**src/dios_defines.vh**
```
// Contract
// - high input level means logic one
// - open input reads as low
// - fixed debounce of one to two cycles
// - inputs offered true, inverted and as word
// - simulation value may replace pin level
// - output source chosen by configuration
// - per-output inversion before the pin
// - output state readable as bit and word
// - bidir pin configurable as input or output
// - six bidir inputs latch with no delay
// - io sampling interval set by configuration
// - signed 14-bit analog input with offset, scale, smoothing
// - analog input inversion, abs, noise, simulation, enable
// - 12-bit analog output code, characteristic, readback
`ifndef DIOS_DEFINES_VH
`define DIOS_DEFINES_VH
`define DIOS_NUM_DI 8
`define DIOS_NUM_BD 8
`define DIOS_NUM_FAST 6
`define DIOS_NUM_DO 4
`define DIOS_NUM_SRC 16
`define DIOS_SRC_W 4
`define DIOS_AI_W 14
`define DIOS_AO_W 12
`define DIOS_CNT_W 16
`define DIOS_SMOOTH_W 4
`define DIOS_CNT_ZERO 16'h0000
`define DIOS_CNT_ONE 16'h0001
`endif

```
**src/dios_top.v**
```verilog
`timescale 1ns/1ps
`default_nettype none
`include "dios_defines.vh"
module dios_top (
    input wire clk_i, // 125 MHz cycle clock
    input wire reset_i, // async reset, active high
    input wire [15:0] controller_cycle_setting_i, // clocks per controller cycle minus one
    input wire [15:0] io_sample_time_setting_i, // clocks per io sample minus one
    input wire [7:0] digital_in_pin_i, // digital input pins, pulled low when open
    input wire [7:0] di_sim_en_i, // per-input simulation enable
    input wire [7:0] di_sim_val_i, // per-input simulation value
    output reg [7:0] di_true_o, // conditioned inputs
    output reg [7:0] di_inv_o, // conditioned inputs, complemented
    output reg [15:0] di_word_o, // word: bidir inputs high byte, inputs low byte
    input wire [15:0] do_src_bits_i, // candidate output sources
    input wire [15:0] do_src_sel_i, // 4-bit source select per output
    input wire [3:0] do_invert_i, // per-output inversion
    output reg [3:0] digital_out_pin_o, // digital output pins
    output reg [3:0] do_state_o, // output state readback
    output reg [15:0] do_word_o, // outputs and bidir outputs as word
    input wire [7:0] bidir_pin_i, // bidir pin level
    output reg [7:0] bidir_pin_o, // bidir pin drive value
    output reg [7:0] bidir_pin_oe_o, // bidir drive enable, high drives
    input wire [7:0] bd_dir_out_i, // 1 = bidir used as output
    input wire [7:0] bd_sim_en_i, // bidir input simulation enable
    input wire [7:0] bd_sim_val_i, // bidir input simulation value
    input wire [31:0] bd_src_sel_i, // 4-bit source select per bidir
    input wire [7:0] bd_invert_i, // bidir output inversion
    output reg [7:0] bd_in_true_o, // conditioned bidir inputs
    output reg [7:0] bd_in_inv_o, // conditioned bidir inputs, complemented
    input wire [5:0] bd_meas_arm_i, // arm capture on fast bidir inputs
    output reg [5:0] bd_meas_val_o, // captured level on edge
    output reg [5:0] bd_meas_done_o, // capture taken, sticky while armed, cleared when arm drops
    input wire [13:0] analog_in_channel_i, // signed 14-bit converter code
    input wire ai_valid_i, // new converter code pulse
    input wire [13:0] ai_offset_i, // signed offset
    input wire [15:0] ai_scale_i, // signed gain, 1.0 = 16'h0100
    input wire [3:0] ai_smooth_i, // smoothing shift
    input wire [13:0] analog_noise_suppress_setting_i, // dead band around last value
    input wire ai_invert_i, // invert sample
    input wire ai_abs_i, // absolute value
    input wire ai_enable_i, // enable gate
    input wire ai_sim_en_i, // simulation enable
    input wire [13:0] ai_sim_val_i, // simulation code
    output reg [13:0] ai_value_o, // conditioned analog value
    input wire [13:0] ao_setpoint_i, // signed setpoint
    input wire ao_abs_i, // absolute value
    input wire ao_invert_i, // invert
    input wire [3:0] ao_smooth_i, // smoothing shift
    input wire [13:0] ao_x1_i, // characteristic point 1 input
    input wire [13:0] ao_y1_i, // characteristic point 1 output
    input wire [15:0] ao_slope_i, // characteristic slope, 1.0 = 16'h0100
    output reg [11:0] analog_out_channel_o, // 12-bit output code
    output reg [11:0] ao_readback_o // output value readback
);
// ------------------------------------------------------------
// cycle and sample enables
// ------------------------------------------------------------
reg [15:0] cyc_cnt_r;
reg [15:0] smp_cnt_r;
reg cyc_en_r;
reg smp_en_r;
always @(posedge clk_i or posedge reset_i) begin
    if (reset_i) begin
        cyc_cnt_r <= `DIOS_CNT_ZERO;
        smp_cnt_r <= `DIOS_CNT_ZERO;
        cyc_en_r <= 1'b0;
        smp_en_r <= 1'b0;
    end else begin
        cyc_en_r <= (cyc_cnt_r >= controller_cycle_setting_i);
        cyc_cnt_r <= (cyc_cnt_r >= controller_cycle_setting_i) ? `DIOS_CNT_ZERO :
                     cyc_cnt_r + `DIOS_CNT_ONE;
        smp_en_r <= (smp_cnt_r >= io_sample_time_setting_i);
        smp_cnt_r <= (smp_cnt_r >= io_sample_time_setting_i) ? `DIOS_CNT_ZERO :
                     smp_cnt_r + `DIOS_CNT_ONE;
    end
end
// ------------------------------------------------------------
// digital input conditioning (plain inputs and bidir inputs)
// ------------------------------------------------------------
function sel_src;
    input [15:0] bits;
    input [3:0] sel;
    begin
        sel_src = bits[sel];
    end
endfunction
// high active, pin sampled as is
wire [15:0] raw_in = {bidir_pin_i, digital_in_pin_i};
wire [15:0] sim_en = {bd_sim_en_i, di_sim_en_i};
wire [15:0] sim_val = {bd_sim_val_i, di_sim_val_i};
wire [15:0] deb_r;
genvar g;
generate
    for (g = 0; g < 16; g = g + 1) begin : g_deb
        reg last_r;
        reg bit_r;
        wire src = sim_en[g] ? sim_val[g] : raw_in[g];
        always @(posedge clk_i or posedge reset_i) begin
            if (reset_i) begin
                last_r <= 1'b0;
                bit_r <= 1'b0;
            end else if (cyc_en_r) begin
                last_r <= src;
                // one to two cycle delay
                // two equal samples one cycle apart, so a change shows after one to two cycles
                if (src == last_r) begin
                    bit_r <= last_r;
                end
            end
        end
        assign deb_r[g] = bit_r;
    end
endgenerate
always @(posedge clk_i or posedge reset_i) begin
    if (reset_i) begin
        di_true_o <= 8'h00;
        di_inv_o <= 8'hff;
        di_word_o <= 16'h0000;
        bd_in_true_o <= 8'h00;
        bd_in_inv_o <= 8'hff;
    end else if (smp_en_r) begin
        di_true_o <= deb_r[7:0];
        di_inv_o <= ~deb_r[7:0];
        // bidir in input mode reads like an input
        bd_in_true_o <= deb_r[15:8] & ~bd_dir_out_i;
        bd_in_inv_o <= ~(deb_r[15:8] & ~bd_dir_out_i);
        di_word_o <= {deb_r[15:8] & ~bd_dir_out_i, deb_r[7:0]};
    end
end
// ------------------------------------------------------------
// fast capture: bypasses debounce and sampling
// ------------------------------------------------------------
reg [5:0] fast_prev_r;
always @(posedge clk_i or posedge reset_i) begin
    if (reset_i) begin
        fast_prev_r <= 6'h00;
        bd_meas_val_o <= 6'h00;
        bd_meas_done_o <= 6'h00;
    end else begin
        fast_prev_r <= bidir_pin_i[5:0];
        // latch on edge at once
        // each channel freezes on its own capture, not on any other
        bd_meas_val_o <= (bd_meas_done_o & bd_meas_val_o) | (~bd_meas_done_o & bidir_pin_i[5:0]);
        bd_meas_done_o <= (bd_meas_done_o | (bd_meas_arm_i & ~bd_dir_out_i[5:0]
                          & (fast_prev_r ^ bidir_pin_i[5:0]))) & bd_meas_arm_i;
    end
end
// ------------------------------------------------------------
// digital outputs
// ------------------------------------------------------------
reg [3:0] do_nxt;
reg [7:0] bd_nxt;
integer k;
always @* begin
    for (k = 0; k < 4; k = k + 1) begin
        do_nxt[k] = sel_src(do_src_bits_i, do_src_sel_i[k*4 +: 4]) ^ do_invert_i[k];
    end
    for (k = 0; k < 8; k = k + 1) begin
        bd_nxt[k] = sel_src(do_src_bits_i, bd_src_sel_i[k*4 +: 4]) ^ bd_invert_i[k];
    end
end
always @(posedge clk_i or posedge reset_i) begin
    if (reset_i) begin
        digital_out_pin_o <= 4'h0;
        do_state_o <= 4'h0;
        do_word_o <= 16'h0000;
        bidir_pin_o <= 8'h00;
        bidir_pin_oe_o <= 8'h00;
    end else begin
        bidir_pin_oe_o <= bd_dir_out_i;
        if (smp_en_r) begin
            digital_out_pin_o <= do_nxt;
            bidir_pin_o <= bd_nxt & bd_dir_out_i;
            do_state_o <= do_nxt;
            do_word_o <= {4'h0, bd_nxt & bd_dir_out_i, do_nxt};
        end
    end
end
// ------------------------------------------------------------
// analog input path
// ------------------------------------------------------------
reg signed [15:0] ai_acc_r;
wire signed [13:0] ai_raw = ai_sim_en_i ? ai_sim_val_i : analog_in_channel_i;
wire signed [15:0] ai_off = {{2{ai_raw[13]}}, ai_raw} + {{2{ai_offset_i[13]}}, ai_offset_i};
wire signed [31:0] ai_prod = ai_off * $signed(ai_scale_i);
wire signed [15:0] ai_scl = ai_prod[23:8];
wire signed [15:0] ai_inv = ai_invert_i ? -ai_scl : ai_scl;
wire signed [15:0] ai_abs = (ai_abs_i && ai_inv[15]) ? -ai_inv : ai_inv;
wire signed [15:0] ai_diff = ai_abs - ai_acc_r;
wire signed [15:0] ai_step = ai_diff >>> ai_smooth_i;
wire signed [15:0] ai_new = ai_acc_r + ai_step;
wire signed [15:0] ai_dv = ai_new - {{2{ai_value_o[13]}}, ai_value_o};
wire [15:0] ai_mag = ai_dv[15] ? -ai_dv : ai_dv;
always @(posedge clk_i or posedge reset_i) begin
    if (reset_i) begin
        ai_acc_r <= 16'h0000;
        ai_value_o <= 14'h0000;
    end else if (ai_valid_i) begin
        ai_acc_r <= ai_new;
        if (!ai_enable_i) begin
            ai_value_o <= 14'h0000;
        end else if (ai_mag > {2'h0, analog_noise_suppress_setting_i}) begin
            ai_value_o <= ai_new[13:0];
        end
    end
end
// ------------------------------------------------------------
// analog output path
// ------------------------------------------------------------
reg signed [15:0] ao_acc_r;
wire signed [15:0] ao_in = {{2{ao_setpoint_i[13]}}, ao_setpoint_i};
wire signed [15:0] ao_abs = (ao_abs_i && ao_in[15]) ? -ao_in : ao_in;
wire signed [15:0] ao_inv = ao_invert_i ? -ao_abs : ao_abs;
wire signed [15:0] ao_step = (ao_inv - ao_acc_r) >>> ao_smooth_i;
wire signed [15:0] ao_dx = ao_acc_r - {{2{ao_x1_i[13]}}, ao_x1_i};
wire signed [31:0] ao_prod = ao_dx * $signed(ao_slope_i);
wire signed [15:0] ao_y = ao_prod[23:8] + {{2{ao_y1_i[13]}}, ao_y1_i};
wire [11:0] ao_code = ao_y[13:2];
always @(posedge clk_i or posedge reset_i) begin
    if (reset_i) begin
        ao_acc_r <= 16'h0000;
        analog_out_channel_o <= 12'h000;
        ao_readback_o <= 12'h000;
    end else if (smp_en_r) begin
        ao_acc_r <= ao_acc_r + ao_step;
        analog_out_channel_o <= ao_code;
        ao_readback_o <= ao_code;
    end
end
endmodule
`default_nettype wire

```
**config.mk**
```make
export PLATFORM = sky130hd
export DESIGN_NAME = dios_top
export DESIGN_NICKNAME = d
export VERILOG_FILES = /design/src/dios_top.v
export VERILOG_INCLUDE_DIRS = /design/src
export SDC_FILE = /design/constraint.sdc
export NUM_CORES = 2
export LEC_CHECK = 0
export BUFFER_PORTS_ARGS = -buffer_cell sky130_fd_sc_hd__buf_2
export CORE_MARGIN = 2
export CORE_UTILIZATION = 55
export CTS_BUF_LIST = sky130_fd_sc_hd__clkbuf_8
export DETAILED_ROUTE_END_ITERATION = 12
export PLACE_DENSITY = 0.88
export SLEW_MARGIN = 20
export SYNTH_ARGS = -nofsm -noshare
export SYNTH_HDL_FRONTEND = slang
export SYNTH_SLANG_ARGS = --single-unit
```
**constraint.sdc**
```tcl
create_clock -name clk_i -period 12.65 [get_ports clk_i]
set_input_delay 1.8975 -clock clk_i [delete_from_list [all_inputs] [get_ports clk_i]]
set_output_delay 1.8975 -clock clk_i [all_outputs]
set_load 0.01 [all_outputs]
```
==> summary.md <==
| Metric | Value |
|---|---|
| Post-synthesis cell count | approximately 3.6k |
| Via count | 29.3k |
| Crit path kind | in -> reg |
| Failing checks | setup timing |
| Async SR Flop Fraction | 1.00 |
| Synth warnings | 0 |
| Most frequent cells in the layout | inv_1, buf_2, buf_4, nand2_1, fa_1 |
| Initial antenna violation count | 5 |
| Outcome | complete, but fails checks |
| CTS Buffer Depth | 2 |
| Fmax | about 51 MHz |
| CTS Buf Count | 17 |
| Worst path most repeated cell | a21oi_2 |
| Hold crit path type | reg -> reg |
| Cell taking the most area after synthesis | fa_1 |
| Syn Area/Cell | 8.92 um2 |
| Final Cycle Share | 1.56 |
| Reg2Reg Setup Slack | 1.88 ns |
| H-tree lvl count | 4 |
| CP Capture Type | flip-flop |
| Clock Pin Slew Worst Setup and Hold Paths | 0.12 ns |
| Max Slew Vio Count | 0 |
| Clock Skew | 0.0423 ns |
| Post-synth EDFFs | 0 |
| Core ar. | 57800 um2 |
| Remaining antenna violation count | 0 |
| Nets@finish | around 5.3k |
| Grt met2 use | 0.562 |
| Cell Area, Placed | about 38000 um2 |
| Skew-Pair Late Insertion Delay | 0.61 ns |
| Post-synthesis sequential area ratio | 0.151 |
| Met3 usage | 0.0620 |
| DPL Wire Length | 76100 um |
| Top cells by area in the synthesized netlist | fa_1, dfrtp_1, ha_1 |
| Area Overhead vs Synth | 21.7% |
| RSZ-0062 raised after global routing | true |
| Rel. slew slack | 0.370 |
| Cell row count | 88 |
| Multi-input logic area | 25200 um2 |
| Mapped Area | 32300 um2 |
| Final wirelength | between 90000 and 100000 um |
| Clock root buffer | clkbuf_8 |
| Drt initial violations | 2349 |
| Starting density of the core | 0.558 |
| Synth Flop Type | dfrtp_1 |
| Drt pass-1 iters | 6 |
| Final setup viols | 30 |
| CP max stage delay | 0.57 ns |
| Worst-Margin Slew | ~0.94 ns |
| I/O Buffers | 450 |
| Slowest stage cell, crit path | fa_1 |
| Residual DRC | 0 |
| Layout cell share with drive strength beyond 1 | 0.283 |
| Min cycle time layout | 19.76 ns |
| Synth cell types | 87 |
| First-pass GRT wire length | between 150000 and 200000 um |
| Design area | 39300 um2 |
| Final WS setup | -7.11 ns |
| Number of global-route vias before repair | 30.6k |
| Fillers | 4138 |
| Post-synthesis register bit count | 194 |
| Gr busiest metal | met2 |
| Largest net degree at the start of global routing | slightly below 80 |
| Max Cap Viol | 0 |
| Gr usage total | 0.320 |
| TritonCTS Sinks | 194 |
| GPL Wtd Cong | 0.964 |
| Setup_tns | -135.51 ns |
| Gr ovfl total | 0 |
| Die Ht | 246 um |
| Grt met1 use | 0.371 |
| WHS | around 0.48 ns |
| CP Max Fanout | 5 |
| TritonCTS clock tree | done |
| IO Count | 455 |
| Vias per inst | 5.73 |
| Avg WL per Cell | 19.5 um |
| Final hold violation count | 0 |
| Flip-flop and latch area | around 5000 um2 |
| Crit path DAT | between 20 and 25 ns |
| Most common cell after layout, fill and taps aside | inv_1 |
| Crit path launch type | input port |
| Util after Layout | 0.679 |
| DIE WIDTH | 246 um |
| Synth top area share | 0.214 |
| Die area | 60600 um2 |
| CP required | 13.15 ns |
-- worst max-delay path, delay by kind of cell --
family	cells	cell delay, ns
muxes	4	1.28
and+or+nand+nor	18	2.23
xor gates and xnor gates	9	1.93
buffers and inverters	5	0.56
AOI/OAI and AO/OA	40	7.36
adders and majority gates	13	4.95
-- cells by family after synthesis --
family / Yosys count / share of synthesized area
other: 1 / 0.000116
buffers and inverters: 777 / 0.0964
multiplexers: 190 / 0.0849
XOR/XNOR: 282 / 0.0790
AND/OR/NAND/NOR: 992 / 0.147
flip-flops: 194 / 0.151
AO/OA/AOI/OAI: 533 / 0.111
adder cells (fa/ha/maj): 647 / 0.331
-- synthesized netlist by cell type (47+ instances only) --
cell type and number:
fa_1 345, nor2b_1 47, ha_1 301, a21oi_1 120, nor2_1 170, mux2i_1 79
xnor2_1 187, buf_4 48, mux2_2 49, and2_1 174, o21ai_0 125, dfrtp_1 178
nand3_1 55, clkbuf_1 135, xor2_1 89, nand2_1 403, mux4_2 62, a21o_1 62
inv_1 585
-- layer usage --
metal  vias up  share of wire
met1     14200           0.35
met2      1557           0.50
li1      13100              -
met3       465          0.091
met4         0          0.058
met5         -              0
-- path summary, 6_finish.rpt --
check                          startpoint  cells past startpoint              to
min in group asynchronous         reset_i                      2  fast_prev_r[1]
hold reg to reg            g_deb[0].bit_r                      1     di_inv_o[0]
setup reg to reg              ai_acc_r[1]                     58   ai_value_o[2]
setup / recovery              ai_sim_en_i                     89   ai_value_o[2]
hold / removal             g_deb[0].bit_r                      1     di_inv_o[0]
max in group asynchronous         reset_i                      4   do_state_o[1]
-- metrics by stage --
stage | instances | setup WS, ns
after global placement | 5011 | -6.39
after global routing | 5118 | -7.73
after detailed placement | 5011 | -7.18
after CTS | 5099 | -5.84
final | 5119 | -7.11
after floorplan | 3619 | -6.43
-- what timing repair did --
item | CTS | global route
setup buffers | 56 | 21
gates cloned | 2 | 0
hold buffers | 0 | 0
pin swaps | 85 | 32
gates resized for setup | 98 | 75
setup endpoints to repair | 30 | 30
-- flip-flops by register name, summed over array words and instances (netlist names), 8 cells and up, named ones only --
register	cells
ai_acc_r	16
ao_acc_r	16
cyc_cnt_r	16
g_deb.bit_r	16
g_deb.last_r	16
smp_cnt_r	16
ai_value_o	14
analog_out_channel_o	12
di_word_o	9
bd_in_inv_o	8
bidir_pin_o	8
bidir_pin_oe_o	8
di_inv_o	8
-- area by class of cell --
cell class	count	share of cell area
Clock inverter	13	0.00347
Inverter	587	0.0563
Clock buffer	19	0.00666
Sequential cell	194	0.124
Tap cell	765	0.0244
Multi-Input combinational cell	2648	0.641
Timing Repair Buffer	889	0.144
Antenna cell	4	0.000255
Power is not shown: default switching activity piles up to over one toggle a cycle in this logic, so the estimate is an artifact.
